==> config.mk <==
export PLATFORM = sky130hd
export DESIGN_NAME = dac_sync_fifo_datapath_cfg
export DESIGN_NICKNAME = d
export VERILOG_FILES = /design/src/hw/dac_cfg_pkg.sv /design/src/hw/dac_sync_fifo_datapath_cfg.sv /design/src/hw/fifo_pointer_track.sv /design/src/hw/sync_phase_average.sv
export VERILOG_INCLUDE_DIRS = /design/src /design/src/hw
export SDC_FILE = /design/constraint.sdc
export NUM_CORES = 1
export LEC_CHECK = 0
export BUFFER_PORTS_ARGS = -buffer_cell sky130_fd_sc_hd__buf_4
export CORE_UTILIZATION = 40
export CTS_BUF_LIST = sky130_fd_sc_hd__clkbuf_8
export DETAILED_ROUTE_END_ITERATION = 6
export SLEW_MARGIN = 5
export SYNTH_ARGS = -nofsm -noshare
export SYNTH_HDL_FRONTEND = slang
export SYNTH_SLANG_ARGS = --single-unit
==> constraint.sdc <==
create_clock -name core_clk -period 3.1 [get_ports core_clk]
set_input_delay 0.465 -clock core_clk [delete_from_list [all_inputs] [get_ports core_clk]]
set_output_delay 0.465 -clock core_clk [all_outputs]
set_load 0.005 [all_outputs]
==> src/hw/dac_cfg_consts.svh <==
// Function
// Hold six-bit requested sync phase offset, zero to sixty-three sample cycles.
// Drive the requested offset to the sync engine to skew the output.
// Set loss-of-lock bit 7 of register 0x12 when lock is lost after being achieved.
// Set lock bit 6 of the sync status register once lock is attained.
// Report averaged measured sync phase as unsigned 6.2 value, quarter-cycle steps.
// Host treats a readback differing from the request as sync timing errors.
// On each FIFO reset, write pointer leads read pointer by spacing, reset 4.
// Warning flag bit 7 while pointers are within one position.
// Warning flag bit 6 while pointers are within two positions.
// Writing one to bit 1 of FIFO status requests pointer realignment.
// Soft-align acknowledge bit 2 sets after a port-started realignment.
// Bit 0 sets when pointers are aligned after a hardware reset.
// Present FIFO fill level as eight-bit thermometer code.
// Bypass bits 7, 6, 5 skip premodulator, inverse sinc, oscillator; reset one.
// Bit 3 scales oscillator input to the modulator by one half.
// Bit 2 bypasses phase and dc compensation; resets to one.
// Host writes to status-only bits are ignored.
// Warnings and level follow the live pointer difference, unlatched.
`ifndef DAC_CFG_CONSTS_SVH
`define DAC_CFG_CONSTS_SVH

// =====================================
// Register offsets
`define ADDR_SYNC_OFFSET_TARGET 5'h11
`define ADDR_SYNC_LOCK_FLAGS 5'h12
`define ADDR_SYNC_MEASURED_OFFSET 5'h13
`define ADDR_FIFO_POINTER_SPACING 5'h17
`define ADDR_FIFO_ALIGN_FLAGS 5'h18
`define ADDR_FIFO_FILL_LEVEL 5'h19
`define ADDR_DATAPATH_STAGE_SELECT 5'h1b

// =====================================
// Field positions
`define BIT_SYNC_LOST 7
`define BIT_SYNC_LOCKED 6
`define BIT_FIFO_WARN1 7
`define BIT_FIFO_WARN2 6
`define BIT_SOFT_ACK 2
`define BIT_SOFT_REQ 1
`define BIT_HW_ALIGNED 0
`define BIT_BYP_PREMOD 7
`define BIT_BYP_INV_SINC 6
`define BIT_BYP_OSC 5
`define BIT_OSC_HALF 3
`define BIT_BYP_PHASE_DC 2
`define INSTR_READ_BIT 7

// =====================================
// Reset values and masks
`define RST_SYNC_OFFSET 6'h00
`define RST_FIFO_SPACING 3'h4
`define RST_DATAPATH 8'he4
`define MASK_DATAPATH 8'hec
`define SPI_LAST_BIT 3'h7
`define AVG_SAMPLES 3'h4

`endif

==> src/hw/dac_cfg_pkg.sv <==
package dac_cfg_pkg;

   typedef enum logic [1:0] {
      SPI_IDLE,
      SPI_INSTR,
      SPI_DATA
   } spi_state_e;

endpackage

==> src/hw/dac_sync_fifo_datapath_cfg.sv <==
`timescale 1ns/1ns
`include "dac_cfg_consts.svh"
module dac_sync_fifo_datapath_cfg (
   // Clock and reset
   input wire logic core_clk,
   input wire logic arst_n,
   // Serial port pins
   input wire logic spi_sclk,
   input wire logic spi_cs_n,
   input wire logic spi_sdi,
   output logic spi_sdo,
   output logic spi_sdo_oe,
   // Sync engine
   input wire logic sync_lock_in,
   input wire logic phase_sample_valid,
   input wire logic [5:0] phase_sample,
   output logic [5:0] sync_phase_request,
   // FIFO pointers and hardware reset pin
   input wire logic fifo_reset_pin,
   input wire logic fifo_wr_adv,
   input wire logic fifo_rd_adv,
   // Datapath controls
   output logic premod_bypass,
   output logic inv_sinc_bypass,
   output logic skip_oscillator_mixing,
   output logic oscillator_half_scale,
   output logic phase_dc_bypass,
   // Oscillator sample path into the modulator
   input wire logic [15:0] osc_in,
   output logic [15:0] osc_out
);

   // ==========================================================
   // Pin synchronisers
   logic sclk_s1_q, sclk_s2_q, sclk_s3_q;
   logic cs_s1_q, cs_s2_q;
   logic sdi_s1_q, sdi_s2_q;
   logic frst_s1_q, frst_s2_q, frst_s3_q;
   logic sclk_rise, sclk_fall, hw_reset_rise;

   always_ff @(posedge core_clk or negedge arst_n) begin
      if (!arst_n) begin
         sclk_s1_q <= 1'b0;
         sclk_s2_q <= 1'b0;
         sclk_s3_q <= 1'b0;
         cs_s1_q <= 1'b1;
         cs_s2_q <= 1'b1;
         sdi_s1_q <= 1'b0;
         sdi_s2_q <= 1'b0;
         frst_s1_q <= 1'b0;
         frst_s2_q <= 1'b0;
         frst_s3_q <= 1'b0;
      end else begin
         sclk_s1_q <= spi_sclk;
         sclk_s2_q <= sclk_s1_q;
         sclk_s3_q <= sclk_s2_q;
         cs_s1_q <= spi_cs_n;
         cs_s2_q <= cs_s1_q;
         sdi_s1_q <= spi_sdi;
         sdi_s2_q <= sdi_s1_q;
         frst_s1_q <= fifo_reset_pin;
         frst_s2_q <= frst_s1_q;
         frst_s3_q <= frst_s2_q;
      end
   end

   // Serial clock must be well below a quarter of core_clk for this sampling
   assign sclk_rise = sclk_s2_q && !sclk_s3_q;
   assign sclk_fall = !sclk_s2_q && sclk_s3_q;
   assign hw_reset_rise = frst_s2_q && !frst_s3_q;

   // ==========================================================
   // Serial port engine
   dac_cfg_pkg::spi_state_e st_q, st_d;
   logic [2:0] cnt_q, cnt_d;
   logic [7:0] sh_q, sh_d, tx_q, tx_d, wdata_q, wdata_d;
   logic [4:0] addr_q, addr_d, rd_addr;
   logic rd_q, rd_d, wr_stb_q, wr_stb_d, rd_stb_q, rd_stb_d;
   logic [7:0] rd_data;

   always_comb begin
      st_d = st_q;
      cnt_d = cnt_q;
      sh_d = sh_q;
      tx_d = tx_q;
      rd_d = rd_q;
      addr_d = addr_q;
      wdata_d = wdata_q;
      wr_stb_d = 1'b0;
      rd_stb_d = 1'b0;
      if (cs_s2_q) begin
         st_d = dac_cfg_pkg::SPI_IDLE;
         cnt_d = '0;
      end else begin
         case (st_q)
            dac_cfg_pkg::SPI_IDLE: begin
               st_d = dac_cfg_pkg::SPI_INSTR;
               cnt_d = '0;
            end
            dac_cfg_pkg::SPI_INSTR, dac_cfg_pkg::SPI_DATA: begin
               if (sclk_rise) begin
                  sh_d = {sh_q[6:0], sdi_s2_q};
                  cnt_d = cnt_q + 3'h1;
                  if (cnt_q == `SPI_LAST_BIT) begin
                     if (st_q == dac_cfg_pkg::SPI_INSTR) begin
                        rd_d = sh_d[`INSTR_READ_BIT];
                        addr_d = sh_d[4:0];
                        rd_stb_d = sh_d[`INSTR_READ_BIT];
                        tx_d = rd_data;
                        st_d = dac_cfg_pkg::SPI_DATA;
                     end else if (!rd_q) begin
                        wdata_d = sh_d;
                        wr_stb_d = 1'b1;
                     end else begin
                        tx_d = rd_data;
                        rd_stb_d = 1'b1;
                     end
                  end
               end else if (sclk_fall && st_q == dac_cfg_pkg::SPI_DATA && rd_q
                            && cnt_q != 3'h0) begin
                  tx_d = {tx_q[6:0], 1'b0};
               end
            end
            default: begin
               st_d = dac_cfg_pkg::SPI_IDLE;
            end
         endcase
      end
   end

   always_ff @(posedge core_clk or negedge arst_n) begin
      if (!arst_n) begin
         st_q <= dac_cfg_pkg::SPI_IDLE;
         cnt_q <= '0;
         sh_q <= '0;
         tx_q <= '0;
         rd_q <= 1'b0;
         addr_q <= '0;
         wdata_q <= '0;
         wr_stb_q <= 1'b0;
         rd_stb_q <= 1'b0;
      end else begin
         st_q <= st_d;
         cnt_q <= cnt_d;
         sh_q <= sh_d;
         tx_q <= tx_d;
         rd_q <= rd_d;
         addr_q <= addr_d;
         wdata_q <= wdata_d;
         wr_stb_q <= wr_stb_d;
         rd_stb_q <= rd_stb_d;
      end
   end

   assign spi_sdo = tx_q[7];
   assign spi_sdo_oe = !cs_s2_q && (st_q == dac_cfg_pkg::SPI_DATA) && rd_q;

   // ==========================================================
   // Register state
   logic [5:0] sync_req_q, sync_req_d;
   logic [2:0] spacing_q, spacing_d;
   logic [7:0] dp_q, dp_d;
   logic locked_q, locked_d, seen_q, seen_d, lost_q, lost_d;
   logic soft_req_q, soft_req_d, soft_ack_q, soft_ack_d;
   logic hw_al_q, hw_al_d, src_soft_q, src_soft_d;
   logic soft_start, align_start, align_done, warn1, warn2;
   logic [7:0] level, avg_phase;

   assign soft_start = wr_stb_q && addr_q == `ADDR_FIFO_ALIGN_FLAGS
                       && wdata_q[`BIT_SOFT_REQ] && !soft_req_q;
   assign align_start = soft_start || hw_reset_rise;

   always_comb begin
      sync_req_d = sync_req_q;
      spacing_d = spacing_q;
      dp_d = dp_q;
      soft_req_d = soft_req_q;
      // Status bits accept no host writes
      locked_d = sync_lock_in;
      seen_d = seen_q;
      lost_d = lost_q;
      soft_ack_d = soft_ack_q;
      hw_al_d = hw_al_q;
      src_soft_d = src_soft_q;
      if (wr_stb_q) begin
         case (addr_q)
            `ADDR_SYNC_OFFSET_TARGET: sync_req_d = wdata_q[5:0];
            `ADDR_FIFO_POINTER_SPACING: spacing_d = wdata_q[2:0];
            `ADDR_FIFO_ALIGN_FLAGS: soft_req_d = wdata_q[`BIT_SOFT_REQ];
            `ADDR_DATAPATH_STAGE_SELECT: dp_d = wdata_q & `MASK_DATAPATH;
            default: begin
            end
         endcase
      end
      // Lost flag is cleared by reading it; a new loss in that cycle wins
      if (rd_stb_q && addr_q == `ADDR_SYNC_LOCK_FLAGS) begin
         lost_d = 1'b0;
      end
      if (sync_lock_in) begin
         seen_d = 1'b1;
      end else if (seen_q) begin
         lost_d = 1'b1;
         seen_d = 1'b0;
      end
      if (align_start) begin
         src_soft_d = soft_start;
         soft_ack_d = 1'b0;
      end
      if (align_done) begin
         if (src_soft_q) begin
            soft_ack_d = 1'b1;
         end else begin
            hw_al_d = 1'b1;
         end
      end
   end

   always_ff @(posedge core_clk or negedge arst_n) begin
      if (!arst_n) begin
         sync_req_q <= `RST_SYNC_OFFSET;
         spacing_q <= `RST_FIFO_SPACING;
         dp_q <= `RST_DATAPATH;
         soft_req_q <= 1'b0;
         locked_q <= 1'b0;
         seen_q <= 1'b0;
         lost_q <= 1'b0;
         soft_ack_q <= 1'b0;
         hw_al_q <= 1'b0;
         src_soft_q <= 1'b0;
      end else begin
         sync_req_q <= sync_req_d;
         spacing_q <= spacing_d;
         dp_q <= dp_d;
         soft_req_q <= soft_req_d;
         locked_q <= locked_d;
         seen_q <= seen_d;
         lost_q <= lost_d;
         soft_ack_q <= soft_ack_d;
         hw_al_q <= hw_al_d;
         src_soft_q <= src_soft_d;
      end
   end

   // ==========================================================
   // Read mux
   assign rd_addr = (st_q == dac_cfg_pkg::SPI_INSTR) ? {sh_q[3:0], sdi_s2_q} : addr_q;

   always_comb begin
      rd_data = 8'h00;
      case (rd_addr)
         `ADDR_SYNC_OFFSET_TARGET: rd_data = {2'b00, sync_req_q};
         `ADDR_SYNC_LOCK_FLAGS: begin
            rd_data[`BIT_SYNC_LOST] = lost_q;
            rd_data[`BIT_SYNC_LOCKED] = locked_q;
         end
         `ADDR_SYNC_MEASURED_OFFSET: rd_data = avg_phase;
         `ADDR_FIFO_POINTER_SPACING: rd_data = {5'h00, spacing_q};
         `ADDR_FIFO_ALIGN_FLAGS: begin
            rd_data[`BIT_FIFO_WARN1] = warn1;
            rd_data[`BIT_FIFO_WARN2] = warn2;
            rd_data[`BIT_SOFT_ACK] = soft_ack_q;
            rd_data[`BIT_SOFT_REQ] = soft_req_q;
            rd_data[`BIT_HW_ALIGNED] = hw_al_q;
         end
         `ADDR_FIFO_FILL_LEVEL: rd_data = level;
         `ADDR_DATAPATH_STAGE_SELECT: rd_data = dp_q;
         default: rd_data = 8'h00;
      endcase
   end

   // ==========================================================
   // Submodules
   fifo_pointer_track #(
      .PTR_W(3)
   ) u_fifo (
      .core_clk(core_clk),
      .arst_n(arst_n),
      .align_start(align_start),
      .spacing(spacing_q),
      .wr_adv(fifo_wr_adv),
      .rd_adv(fifo_rd_adv),
      .align_done(align_done),
      .warn1(warn1),
      .warn2(warn2),
      .level(level)
   );

   sync_phase_average u_avg (
      .core_clk(core_clk),
      .arst_n(arst_n),
      .sample_valid(phase_sample_valid),
      .sample_phase(phase_sample),
      .avg_phase(avg_phase)
   );

   // ==========================================================
   // Datapath controls and oscillator scaling
   logic [15:0] osc_q, osc_d;

   always_comb begin
      osc_d = dp_q[`BIT_OSC_HALF] ? {osc_in[15], osc_in[15:1]} : osc_in;
   end

   always_ff @(posedge core_clk or negedge arst_n) begin
      if (!arst_n) begin
         osc_q <= '0;
      end else begin
         osc_q <= osc_d;
      end
   end

   assign osc_out = osc_q;
   assign sync_phase_request = sync_req_q;
   assign premod_bypass = dp_q[`BIT_BYP_PREMOD];
   assign inv_sinc_bypass = dp_q[`BIT_BYP_INV_SINC];
   assign skip_oscillator_mixing = dp_q[`BIT_BYP_OSC];
   assign oscillator_half_scale = dp_q[`BIT_OSC_HALF];
   assign phase_dc_bypass = dp_q[`BIT_BYP_PHASE_DC];

   // ==========================================================
   // Checks
   phase_request_write_a: assert property (@(posedge core_clk) disable iff (!arst_n)
      (wr_stb_q && addr_q == `ADDR_SYNC_OFFSET_TARGET)
      |=> sync_phase_request == $past(wdata_q[5:0]))
      else $error("phase request not taken from write");

   lost_on_drop_a: assert property (@(posedge core_clk) disable iff (!arst_n)
      (seen_q && !sync_lock_in) |=> lost_q ##1 (lost_q || $past(rd_stb_q)))
      else $error("loss of lock not flagged");

   lock_follow_a: assert property (@(posedge core_clk) disable iff (!arst_n)
      sync_lock_in |=> locked_q)
      else $error("lock bit does not follow lock");

   soft_ack_seq_a: assert property (@(posedge core_clk) disable iff (!arst_n)
      soft_start |=> !soft_ack_q ##1 soft_ack_q)
      else $error("soft align acknowledge missing");

   hw_align_flag_a: assert property (@(posedge core_clk) disable iff (!arst_n)
      (hw_reset_rise && !soft_start) |-> ##2 hw_al_q)
      else $error("hardware align flag not set");

   bypass_write_a: assert property (@(posedge core_clk) disable iff (!arst_n)
      (wr_stb_q && addr_q == `ADDR_DATAPATH_STAGE_SELECT)
      |=> premod_bypass == $past(wdata_q[7]) && phase_dc_bypass == $past(wdata_q[2]))
      else $error("bypass controls not updated");

   half_scale_a: assert property (@(posedge core_clk) disable iff (!arst_n)
      oscillator_half_scale && $stable(oscillator_half_scale)
      |=> osc_out == {$past(osc_in[15]), $past(osc_in[15:1])})
      else $error("oscillator input not halved");

   status_write_ignored_a: assert property (@(posedge core_clk) disable iff (!arst_n)
      (wr_stb_q && addr_q == `ADDR_SYNC_LOCK_FLAGS && !sync_lock_in && !seen_q)
      |=> lost_q == $past(lost_q) && !locked_q)
      else $error("status bits changed by a write");

endmodule // dac_sync_fifo_datapath_cfg

==> src/hw/fifo_pointer_track.sv <==
`timescale 1ns/1ns
`include "dac_cfg_consts.svh"
module fifo_pointer_track #(
   parameter int PTR_W = 3
) (
   // Clock and reset
   input wire logic core_clk,
   input wire logic arst_n,
   // Control
   input wire logic align_start,
   input wire logic [PTR_W-1:0] spacing,
   input wire logic wr_adv,
   input wire logic rd_adv,
   // Status
   output logic align_done,
   output logic warn1,
   output logic warn2,
   output logic [(1<<PTR_W)-1:0] level
);
   logic [PTR_W-1:0] wr_q, wr_d, rd_q, rd_d, diff;
   logic done_q, done_d;

   function automatic logic [(1<<PTR_W)-1:0] thermo(input logic [PTR_W-1:0] n);
      logic [(1<<PTR_W)-1:0] t;
      t = '0;
      for (int i = 0; i < (1<<PTR_W); i++) begin
         t[i] = (PTR_W'(i) < n);
      end
      return t;
   endfunction

   always_comb begin
      wr_d = wr_adv ? wr_q + 1'b1 : wr_q;
      rd_d = rd_adv ? rd_q + 1'b1 : rd_q;
      done_d = align_start;
      if (align_start) begin
         wr_d = rd_q + spacing;
         rd_d = rd_q;
      end
   end

   always_ff @(posedge core_clk or negedge arst_n) begin
      if (!arst_n) begin
         wr_q <= '0;
         rd_q <= '0;
         done_q <= 1'b0;
      end else begin
         wr_q <= wr_d;
         rd_q <= rd_d;
         done_q <= done_d;
      end
   end

   // Live difference, no latching of the flags
   assign diff = wr_q - rd_q;
   assign warn1 = (diff <= PTR_W'(1)) || (diff >= PTR_W'((1<<PTR_W)-1));
   assign warn2 = (diff <= PTR_W'(2)) || (diff >= PTR_W'((1<<PTR_W)-2));
   assign level = thermo(diff);
   assign align_done = done_q;

   spacing_after_align_a: assert property (@(posedge core_clk) disable iff (!arst_n)
      align_start |=> diff == $past(spacing))
      else $error("pointer spacing wrong after realign");

   warn_nesting_a: assert property (@(posedge core_clk) disable iff (!arst_n)
      warn1 |-> warn2)
      else $error("near warning without far warning");

endmodule // fifo_pointer_track

==> src/hw/sync_phase_average.sv <==
`timescale 1ns/1ns
`include "dac_cfg_consts.svh"
module sync_phase_average (
   // Clock and reset
   input wire logic core_clk,
   input wire logic arst_n,
   // Measured phase in whole sample cycles
   input wire logic sample_valid,
   input wire logic [5:0] sample_phase,
   // Averaged phase, 6.2 format
   output logic [7:0] avg_phase
);
   logic [7:0] acc_q, acc_d, avg_q, avg_d;
   logic [2:0] cnt_q, cnt_d;

   // Four samples summed is the mean with two fraction bits, no divider needed
   always_comb begin
      acc_d = acc_q;
      cnt_d = cnt_q;
      avg_d = avg_q;
      if (sample_valid) begin
         if (cnt_q == `AVG_SAMPLES - 3'h1) begin
            avg_d = acc_q + {2'b00, sample_phase};
            acc_d = '0;
            cnt_d = '0;
         end else begin
            acc_d = acc_q + {2'b00, sample_phase};
            cnt_d = cnt_q + 3'h1;
         end
      end
   end

   always_ff @(posedge core_clk or negedge arst_n) begin
      if (!arst_n) begin
         acc_q <= '0;
         cnt_q <= '0;
         avg_q <= '0;
      end else begin
         acc_q <= acc_d;
         cnt_q <= cnt_d;
         avg_q <= avg_d;
      end
   end

   assign avg_phase = avg_q;

   avg_update_a: assert property (@(posedge core_clk) disable iff (!arst_n)
      (sample_valid && cnt_q == 3'h3) |=> avg_phase == $past(acc_q) + {2'b00, $past(sample_phase)})
      else $error("averaged phase not the four-sample sum");

endmodule // sync_phase_average

==> qor.csv, run 1 <==
stage;metric;value;unit
clocking;clock_latency;0.39;ns
global_routing;grt-ovfl-total;0;
critical_path;cp-end-kind;flop;
hold_path;worstHoldPathType;input pin to async pin;
critical_path;start_kind;flop;
cells_and_area;syn2layout_area_growth;15.8;%
yosys;syn-mean-instance-area;11.0;um2
floorplan;dieWidth;116;um
timing;finalCriticalPeriod;2.74;ns
yosys;synth_area;0.00524;mm2
placement;place_hpwl;8290;um
clocking;numCtsBuffers;9;
pwr;p_total;3.62;mW
clocking;cts_buffer_depth;2;
timing;hold_viol;0;
drt;drt_first_iter_violations;150;
timing;setup_viol;0;
global_routing;met2_usage;30.0;%
global_routing;grt_max_degree;66;
floorplan;core-area;0.0127;mm2
run_status;status;finished, final reports clean;
cells_and_area;fin_area;0.00606;mm2
yosys;syn_inst;476;
cells_and_area;layout-drive-gt1-share;26.0;%
floorplan;dieArea;0.0136;mm2
clocking;ctsResizeCount;0;
cells_and_area;layout_common_cells;101 x dfrtp_1, 66 x buf_4, 58 x nand2_1;
timing;fin_crit_sh;88.5;%
clocking;cts_max_level;3;
global_routing;met3_usage;6.38;%
clocking;cts-root-buf;clkbuf_8;
floorplan;io_pins;61;
drt;vias_per_cell;5.23;
pwr;internal_power;2.38;mW
critical_path;crit_fanout;17;
placement;placed_area;0.00588;mm2
yosys;synth_warnings;0;
drt;drtAntennaViolNets;0;
pwr;seq_power_share;49.4;%
critical_path;cp-endpoint;tx_q[6];
global_routing;antenna_found_initial;0;
clocking;holdBufCountCts;0;
drt;wl;11300;um
floorplan;start_util;41.3;%
timing;setup_tns;0;ns
timing;skew;0.0119;ns
clocking;cts_tree;yes;
cells_and_area;nFillCells;1165;
timing;worst_slew_pin_slew;0.713;ns
critical_path;rr_worst_depth;8;
global_routing;grt_pass1_wl;19000;um
pwr;irDropWorstVdd;0.000373;V
clocking;clk_transition_reported_paths;0.10;ns
critical_path;worstSetupStartpoint;st_q[0];
pwr;leakagePower;2.80;nW
job;cap_violations;0;
drt;detail_route.wl_per_cell;15.9;um
yosys;syn_nets;529;
critical_path;path_class;flop to flop;
global_routing;top_usage_layer;met2;
timing;drv_slew;0;
global_routing;grt_pass1_vias;3743;
critical_path;regToRegSetupSlack;0.36;ns
critical_path;critPathArrivalTime;3.02;ns
critical_path;cp_data_required_time;3.37;ns
timing;grt_setup_unrepaired;false;
clocking;clock-sinks;108;
placement;portBuffers;60;
yosys;ys_types;63;
yosys;ys_ff_latch;108;
yosys;ys_seq_area_share;51.8;%
pwr;power_frac_comb;28.1;%
cells_and_area;final_nets;587;
yosys;synthArstFlopShare;100;%
timing;max_clock_freq;364;MHz
timing;timing.hold.ws;0.0742;ns
yosys;synthFlopType;dfrtp_1;
drt;vias;3715;
pwr;switchingPower;1.24;mW
cells_and_area;post-route-util;47.8;%
pwr;p_clk_share;22.5;%
floorplan;placementRows;41;
global_routing;met1_usage;24.2;%
cells_and_area;final_common_cell;dfrtp_1;
drt;drc;0;
placement;gp_congestion;0.904;
pwr;powerDensity;597;mW/mm2
critical_path;reg2reg_to;tx_q[6];
drt;dr.pass1.iters;4;
timing;relSlewSlack;52.5;%
floorplan;die_h;116;um
pwr;p_sw_share;34.1;%
cells_and_area;diodes;0;
yosys;synth_edf_count;0;
clocking;post_cts_buffers;0;
critical_path;reg2reg_from;st_q[0];
global_routing;track_usage;18.7;%
==> cells by family (layout without fill, tap and decap cells) <==
logic type / after synthesis / in the layout / synth area share [%]
xor gates and xnor gates: 12 / 12 / 2.29
DFF: 108 / 108 / 51.8
muxes: 53 / 53 / 11.2
buffers and inverters: 48 / 111 / 3.73
adders and majority gates: 21 / 21 / 5.45
and+or+nand+nor: 146 / 146 / 13.9
AOI/OAI and AO/OA: 88 / 88 / 11.7
==> critical path: stages, from the launching register on <==
cell       delay (ns)
dfrtp_1          0.39
inv_1            0.09
ha_1             0.48
nand2b_1         0.16
or4_1            0.55
a21o_1           0.37
nor2_1           0.25
o2111ai_1        0.17
o311a_1          0.16
==> through the flow <==
step           std cells  setup WS, ns
2_1_floorplan        476         0.871
3_3_place_gp         695         0.560
3_5_place_dp         695         0.386
4_1_cts              711         0.354
5_1_grt              711         0.149
6_report             711         0.355
==> layer usage <==
layer | vias to the layer above | wire, um
met5 | - | 0
met3 | 12 | 626
met2 | 83 | 5380
met4 | 0 | 133
met1 | 1834 | 5170
li1 | 1786 | -
==> how the worst min path moves through the flow <==
stage / depth (start not counted) / start / endpoint / slack, ns
after global routing: 1 / arst_n / sclk_s2_q / 0.1
after CTS: 1 / arst_n / sclk_s2_q / 0.08
final: 1 / arst_n / sclk_s2_q / 0.07
after detailed placement: 0 / sdi_s1_q / sdi_s2_q / 0.34
after global placement: 0 / sclk_s1_q / sclk_s2_q / 0.33
after floorplan: 0 / arst_n / addr_q[0] / 0.17
==> cell type report <==
class / instances / area [um2] / share of cell area (%)
inverter: 28 / 105 / 1.73
sequential: 108 / 2710 / 44.7
tap: 172 / 215 / 3.55
clock buffer: 10 / 138 / 2.27
clock inverter: 6 / 47.5 / 0.784
timing repair buffer: 67 / 515 / 8.50
multi-input combinational: 320 / 2330 / 38.4
==> Yosys cell counts (all sizes together), types with 9 or more instances <==
library cell | count | share of area, %
a21oi | 16 | 1.6
clkbuf | 13 | 0.93
dfrtp | 101 | 48
ha | 18 | 4.3
inv | 28 | 2.0
mux2 | 44 | 9.5
mux2i | 9 | 1.7
nand2 | 58 | 4.2
nand4 | 9 | 1.1
nor2 | 26 | 1.9
o21ai | 20 | 1.9
==> registers in the layout, summed over array words and instances, names as in the netlist, 2 cells and up <==
signal              cells
cnt_q                   3
wdata_q                 8
sync_phase_request      6
u_fifo.wr_q             3
spacing_q               3
tx_q                    8
osc_out                16
sh_q                    7
addr_q                  5
u_fifo.rd_q             3
u_avg.acc_q             8
u_avg.avg_phase         8
u_avg.cnt_q             3
st_q                    2
dp_q                    5
==> power groups by stage <==
stage | clock network [mW] | registers (mW) | logic, mW
floorplan | 0 | 1.73 | 0.789
global placement | 0 | 1.81 | 1.01
detailed placement | 0 | 1.82 | 1.02
CTS | 0.856 | 1.79 | 1.03
global route | 0.912 | 1.82 | 1.16
finish | 0.815 | 1.79 | 1.02
Note: power is estimated with default switching activity, not from simulation.
==> run 2, diff against run 1 <==
--- a/config.mk
+++ b/config.mk
@@ -7,7 +7,7 @@
 export NUM_CORES = 1
 export LEC_CHECK = 0
 export BUFFER_PORTS_ARGS = -buffer_cell sky130_fd_sc_hd__buf_4
-export CORE_UTILIZATION = 40
+export CORE_UTILIZATION = 35
 export CTS_BUF_LIST = sky130_fd_sc_hd__clkbuf_8
 export DETAILED_ROUTE_END_ITERATION = 6
 export SLEW_MARGIN = 5
==> run 2 against run 1 <==
Clock skew grew 0.0024 ns; flip-flop and latch count stayed put; critical path depth did not move; first-iteration DRC count grew 43%; worst hold slack improved by 0.099 ns; clock power increased by 0.7%; wire length fell by 2.0%; critical path type unchanged.
==> qor.csv, run 2 (synthesized netlist as in run 1, its figures left out) <==
stage;metric;value;unit;change
placement;portBuffers;60;;unchanged
drt;vias_per_cell;5.09;;was 5.23
critical_path;crit_fanout;17;;unchanged
critical_path;start_kind;flop;;unchanged
clocking;clock-sinks;108;;unchanged
floorplan;placementRows;44;;was 41
floorplan;io_pins;61;;unchanged
clocking;cts-root-buf;clkbuf_8;;unchanged
critical_path;worst-path-stages;8;;unchanged
drt;drtAntennaViolNets;0;;unchanged
critical_path;critPathArrivalTime;2.95;ns;was 3.02 ns
critical_path;regToRegSetupSlack;0.42;ns;was 0.36 ns
clocking;numCtsBuffers;9;;unchanged
timing;fin_crit_sh;86.3;%;was 88.5%
timing;finalCriticalPeriod;2.68;ns;was 2.74 ns
cells_and_area;layout_common_cells;101 x dfrtp_1, 64 x buf_4, 58 x nand2_1;;was 101 x dfrtp_1, 66 x buf_4, 58 x nand2_1
timing;skew;0.0142;ns;was 0.0119 ns
critical_path;cp-end-kind;flop;;unchanged
drt;detail_route.wl_per_cell;15.4;um;was 15.9 um
timing;relSlewSlack;43.5;%;was 52.5%
job;cap_violations;0;;unchanged
floorplan;dieWidth;124;um;was 116 um
critical_path;path_cells;inv_1 > ha_1 > nand2b_1 > or4_1 > a21o_1 > nor2_1 > o2111ai_1 > o311a_1;;unchanged
timing;setup_viol;0;;unchanged
cells_and_area;largest_reg_flops;16;;unchanged
global_routing;grt_pass1_wl;19000;um;about the same
timing;max_clock_freq;374;MHz;was 364 MHz
global_routing;antenna_found_initial;0;;unchanged
cells_and_area;instances_no_fill;721;;was 711
drt;dr.pass1.iters;5;;was 4
cells_and_area;fin_area;0.00606;mm2;unchanged
cells_and_area;final_nets;585;;was 587
critical_path;path_class;flop to flop;;unchanged
pwr;leakagePower;2.80;nW;about the same
timing;worst_slew_pin_slew;0.848;ns;was 0.713 ns
clocking;ctsResizeCount;0;;unchanged
drt;drc;0;;unchanged
global_routing;track_usage;15.5;%;was 18.7%
drt;wl;11100;um;was 11,300 um
clocking;post_cts_buffers;0;;unchanged
critical_path;rr_worst_depth;8;;unchanged
placement;placed_area;0.00588;mm2;unchanged
critical_path;cp_data_required_time;3.38;ns;was 3.37 ns
clocking;clk_transition_reported_paths;0.10;ns;about the same
global_routing;grt_pass1_vias;3676;;was 3,743
global_routing;grt_max_degree;68;;was 66
clocking;cts_buffer_depth;2;;unchanged
timing;setup_tns;0;ns;unchanged
hold_path;worstHoldPathType;input pin to async pin;;unchanged
cells_and_area;final_common_cell;dfrtp_1;;unchanged
run_status;status;finished, final reports clean;;unchanged
drt;vias;3672;;was 3,715
timing;hold_viol;0;;unchanged
drt;drt_first_iter_violations;215;;was 150
floorplan;core-area;0.0146;mm2;was 0.0127 mm2
clocking;cts_tree;yes;;unchanged
cells_and_area;layout-drive-gt1-share;25.7;%;was 26.0%
placement;gp_congestion;0.866;;was 0.904
pwr;powerDensity;599;mW/mm2;was 597 mW/mm2
floorplan;start_util;35.9;%;was 41.3%
critical_path;cp_top_family;simple AND/OR/NAND/NOR gates;;unchanged
clocking;cts_max_level;3;;unchanged
critical_path;max_stage_delay;0.54;ns;was 0.55 ns
floorplan;dieArea;0.0155;mm2;was 0.0136 mm2
timing;drv_slew;0;;unchanged
pwr;irDropWorstVdd;0.000201;V;was 0.000373 V
clocking;holdBufCountCts;0;;unchanged
timing;grt_setup_unrepaired;false;;unchanged
clocking;clock_latency;0.39;ns;about the same
placement;place_hpwl;8230;um;was 8290 um
cells_and_area;diodes;0;;unchanged
critical_path;slowest_stage;or4_1;;unchanged
floorplan;die_h;124;um;was 116 um
critical_path;critPathBufInv;1;;unchanged
placement;dp_cells;705;;was 695
global_routing;grt-ovfl-total;0;;unchanged
cells_and_area;syn2layout_area_growth;15.8;%;unchanged
[run 2: cell count changes in the layout (fill, tap and decap cells not counted), sizes merged]
| cell | change |
|---|---|
| buf | -2 |
| clkinv | +2 |
| clkinvlp | -2 |
[run 2: final timing paths]
check                      startpoint             end
max                           st_q[0]         tx_q[6]
max in group asynchronous      arst_n         cs_s2_q
min in group core_clk         spi_sdi        sdi_s1_q
min                            arst_n  u_fifo.rd_q[2]
min reg2reg                 sclk_s1_q       sclk_s2_q
max reg2reg                   st_q[0]         tx_q[6]
[run 2: cell type report]
class / instances / area (um2)
timing repair buffer: 65 / 500
tap: 184 / 230
clock buffer: 10 / 138
multi-input combinational: 320 / 2330
clock inverter: 6 / 47.5
sequential: 108 / 2710
fill: 1381 / 8530
inverter: 28 / 105
[run 2: stage by stage]
step                      total power, mW  utilization (%)  hold slack, ns  setup slack (ns)
after CTS                            3.68             41.6           0.146             0.459
after detailed placement             2.84             40.3           0.337             0.473
after global placement               2.80             40.3           0.333             0.546
final                                3.63             41.6           0.173             0.425
after floorplan                      2.52                -           0.169             0.871
after global routing                 3.89             41.6           0.148             0.199
[run 2: report_power, final]
group	internal [mW]	leakage, nW	total (mW)	switching (mW)
Clock	0.322	0.0986	0.821	0.499
Combinational	0.469	1.33	1.03	0.556
Sequential	1.60	1.37	1.78	0.186
Total	2.39	2.80	3.63	1.24
[run 2: metal layers]
layer,part of all wire (%),up-vias,global-route usage (%)
met1,46,1795,21.6
met3,3.9,19,1.98
met2,47,71,23.5
met4,2.8,0,8.01
met5,0,-,0
li1,-,1787,-
==> run 3, diff against run 2 <==
--- a/config.mk
+++ b/config.mk
@@ -10,6 +10,7 @@
 export CORE_UTILIZATION = 35
 export CTS_BUF_LIST = sky130_fd_sc_hd__clkbuf_8
 export DETAILED_ROUTE_END_ITERATION = 6
+export RECOVER_POWER = 100
 export SLEW_MARGIN = 5
 export SYNTH_ARGS = -nofsm -noshare
 export SYNTH_HDL_FRONTEND = slang
==> run 3 against run 2 <==
Critical path depth is the same; via count is essentially flat; clock power is essentially flat; final area shrank 0.70%; the run now ends with max-capacitance violations, max-slew violations left; clock skew is essentially flat; largest cell class unchanged; utilization shrank 0.29 points; sequential share of layout area grew 0.32 points; power shrank 0.50%; first-iteration DRC count shrank 18%; critical path type unchanged; worst hold slack gained 0.016 ns; non-clock buffer count is the same.
==> qor.csv, run 3 (synthesized netlist as in run 1, its figures left out) <==
stage;metric;value;unit;change
timing;relSlewSlack;-8.16;%;was 43.5%
drt;wl;11100;um;about the same
floorplan;io_pins;61;;unchanged
timing;worst_slew_pin_slew;1.62;ns;was 0.848 ns
clocking;clock-sinks;108;;unchanged
clocking;ctsResizeCount;0;;unchanged
clocking;clk_transition_reported_paths;0.10;ns;about the same
clocking;numCtsBuffers;9;;unchanged
timing;setup_viol;0;;unchanged
hold_path;hold_start;spi_cs_n;;
floorplan;die_h;124;um;unchanged
critical_path;rr_worst_depth;8;;unchanged
timing;setup_tns;0;ns;unchanged
hold_path;worstHoldPathType;input pin to flop;;was input pin to async pin
pwr;irDropWorstVdd;0.000197;V;was 0.000201 V
run_status;violations;max-capacitance violations, max-slew violations;;
timing;hold_viol;0;;unchanged
run_status;status;complete, but fails checks;;was finished, final reports clean
drt;vias_per_cell;5.10;;was 5.09
cells_and_area;syn2layout_area_growth;15.0;%;was 15.8%
cells_and_area;largest_reg_flops;16;;unchanged
clocking;post_cts_buffers;0;;unchanged
timing;skew;0.0146;ns;was 0.0142 ns
clocking;holdBufCountCts;0;;unchanged
critical_path;worstSetupStartpoint;st_q[0];;unchanged
global_routing;grt_pass1_wl;19000;um;unchanged
floorplan;dieArea;0.0155;mm2;unchanged
cells_and_area;final_nets;585;;unchanged
critical_path;cp-end-kind;flop;;unchanged
drt;dr.pass1.iters;4;;was 5
cells_and_area;layout_common_cells;101 x dfrtp_1, 58 x nand2_1, 43 x mux2_2;;was 101 x dfrtp_1, 64 x buf_4, 58 x nand2_1
clocking;clock_latency;0.39;ns;about the same
clocking;cts_tree;yes;;unchanged
timing;finalCriticalPeriod;2.66;ns;was 2.68 ns
drt;vias;3675;;was 3,672
cells_and_area;layout-drive-gt1-share;23.6;%;was 25.7%
job;cap_violations;1;;was 0
drt;drtAntennaViolNets;0;;unchanged
placement;place_ws;0.473;ns;unchanged
cells_and_area;nFillCells;1391;;was 1,381
global_routing;antenna_found_initial;0;;unchanged
drt;detail_route.wl_per_cell;15.4;um;about the same
placement;gp_congestion;0.866;;unchanged
critical_path;reg2reg_from;st_q[0];;unchanged
critical_path;start_kind;flop;;unchanged
critical_path;crit_fanout;17;;unchanged
floorplan;start_util;35.9;%;unchanged
drt;drt_first_iter_violations;177;;was 215
clocking;cts-root-buf;clkbuf_8;;unchanged
timing;grt_setup_unrepaired;false;;unchanged
placement;place_hpwl;8230;um;unchanged
pwr;leakagePower;2.76;nW;was 2.80 nW
pwr;powerDensity;600;mW/mm2;was 599 mW/mm2
critical_path;critPathArrivalTime;2.94;ns;was 2.95 ns
global_routing;grt_pass1_vias;3676;;unchanged
timing;fin_crit_sh;85.9;%;was 86.3%
global_routing;grt_max_degree;68;;unchanged
global_routing;grt-ovfl-total;0;;unchanged
floorplan;placementRows;44;;unchanged
drt;drc;0;;unchanged
timing;max_clock_freq;376;MHz;was 374 MHz
cells_and_area;instances_no_fill;721;;unchanged
clocking;cts_buffer_depth;2;;unchanged
floorplan;dieWidth;124;um;unchanged
critical_path;cp_data_required_time;3.37;ns;was 3.38 ns
floorplan;core-area;0.0146;mm2;unchanged
critical_path;path_class;flop to flop;;unchanged
global_routing;track_usage;15.5;%;unchanged
timing;fin_ws;0.438;ns;was 0.425 ns
placement;dp_cells;705;;unchanged
timing;drv_slew;68;;was 0
hold_path;hold_depth;1;;
placement;portBuffers;60;;unchanged
cells_and_area;diodes;0;;unchanged
clocking;cts_max_level;3;;unchanged
cells_and_area;final_common_cell;dfrtp_1;;unchanged
==> run 3: worst paths after layout <==
kind / slack (ns) / to
setup / recovery: 0.44 / tx_q[6]
hold / removal: 0.19 / cs_s1_q
setup reg to reg: 0.44 / tx_q[6]
hold reg to reg: 0.36 / sclk_s2_q
max in group asynchronous: 0.83 / sclk_s1_q
min in group asynchronous: 0.48 / u_fifo.rd_q[2]
==> run 3: power breakdown <==
group          total (mW)  switching [mW]  internal, mW
logic                1.01           0.550         0.459
clock network       0.819           0.498         0.322
registers            1.78           0.187          1.60
total                3.61            1.23          2.38
==> run 3: layout make-up <==
class | count | area [um2] | area share [%]
Timing Repair Buffer | 65 | 464 | 7.71
Multi-Input combinational cell | 320 | 2320 | 38.6
Clock inverter | 6 | 47.5 | 0.790
Inverter | 28 | 105 | 1.75
Tap cell | 184 | 230 | 3.82
Sequential cell | 108 | 2710 | 45.0
Clock buffer | 10 | 138 | 2.29
==> run 3: worst max-delay path, stage by stage (launching register included) <==
cell	delay [ns]
dfrtp_1	0.38
inv_1	0.09
ha_1	0.48
nand2b_1	0.15
or4_1	0.54
a21o_1	0.36
nor2_1	0.25
o2111ai_1	0.15
o311a_1	0.15
==> run 3: stage by stage <==
step                hold WS [ns]  area, um2  utilization [%]  total power, mW
floorplan                  0.169       5240                -             2.52
global placement           0.333       5880             40.3             2.80
detailed placement         0.337       5880             40.3             2.84
CTS                        0.146       6060             41.6             3.68
global route               0.171       6020             41.3             3.87
finish                     0.189       6020             41.3             3.61
==> run 3: metal layers <==
metal / wire (um) / global-route usage (%)
met5: 0 / 0
met4: 311 / 8.01
met3: 376 / 1.98
met2: 5180 / 23.5
met1: 5210 / 21.6
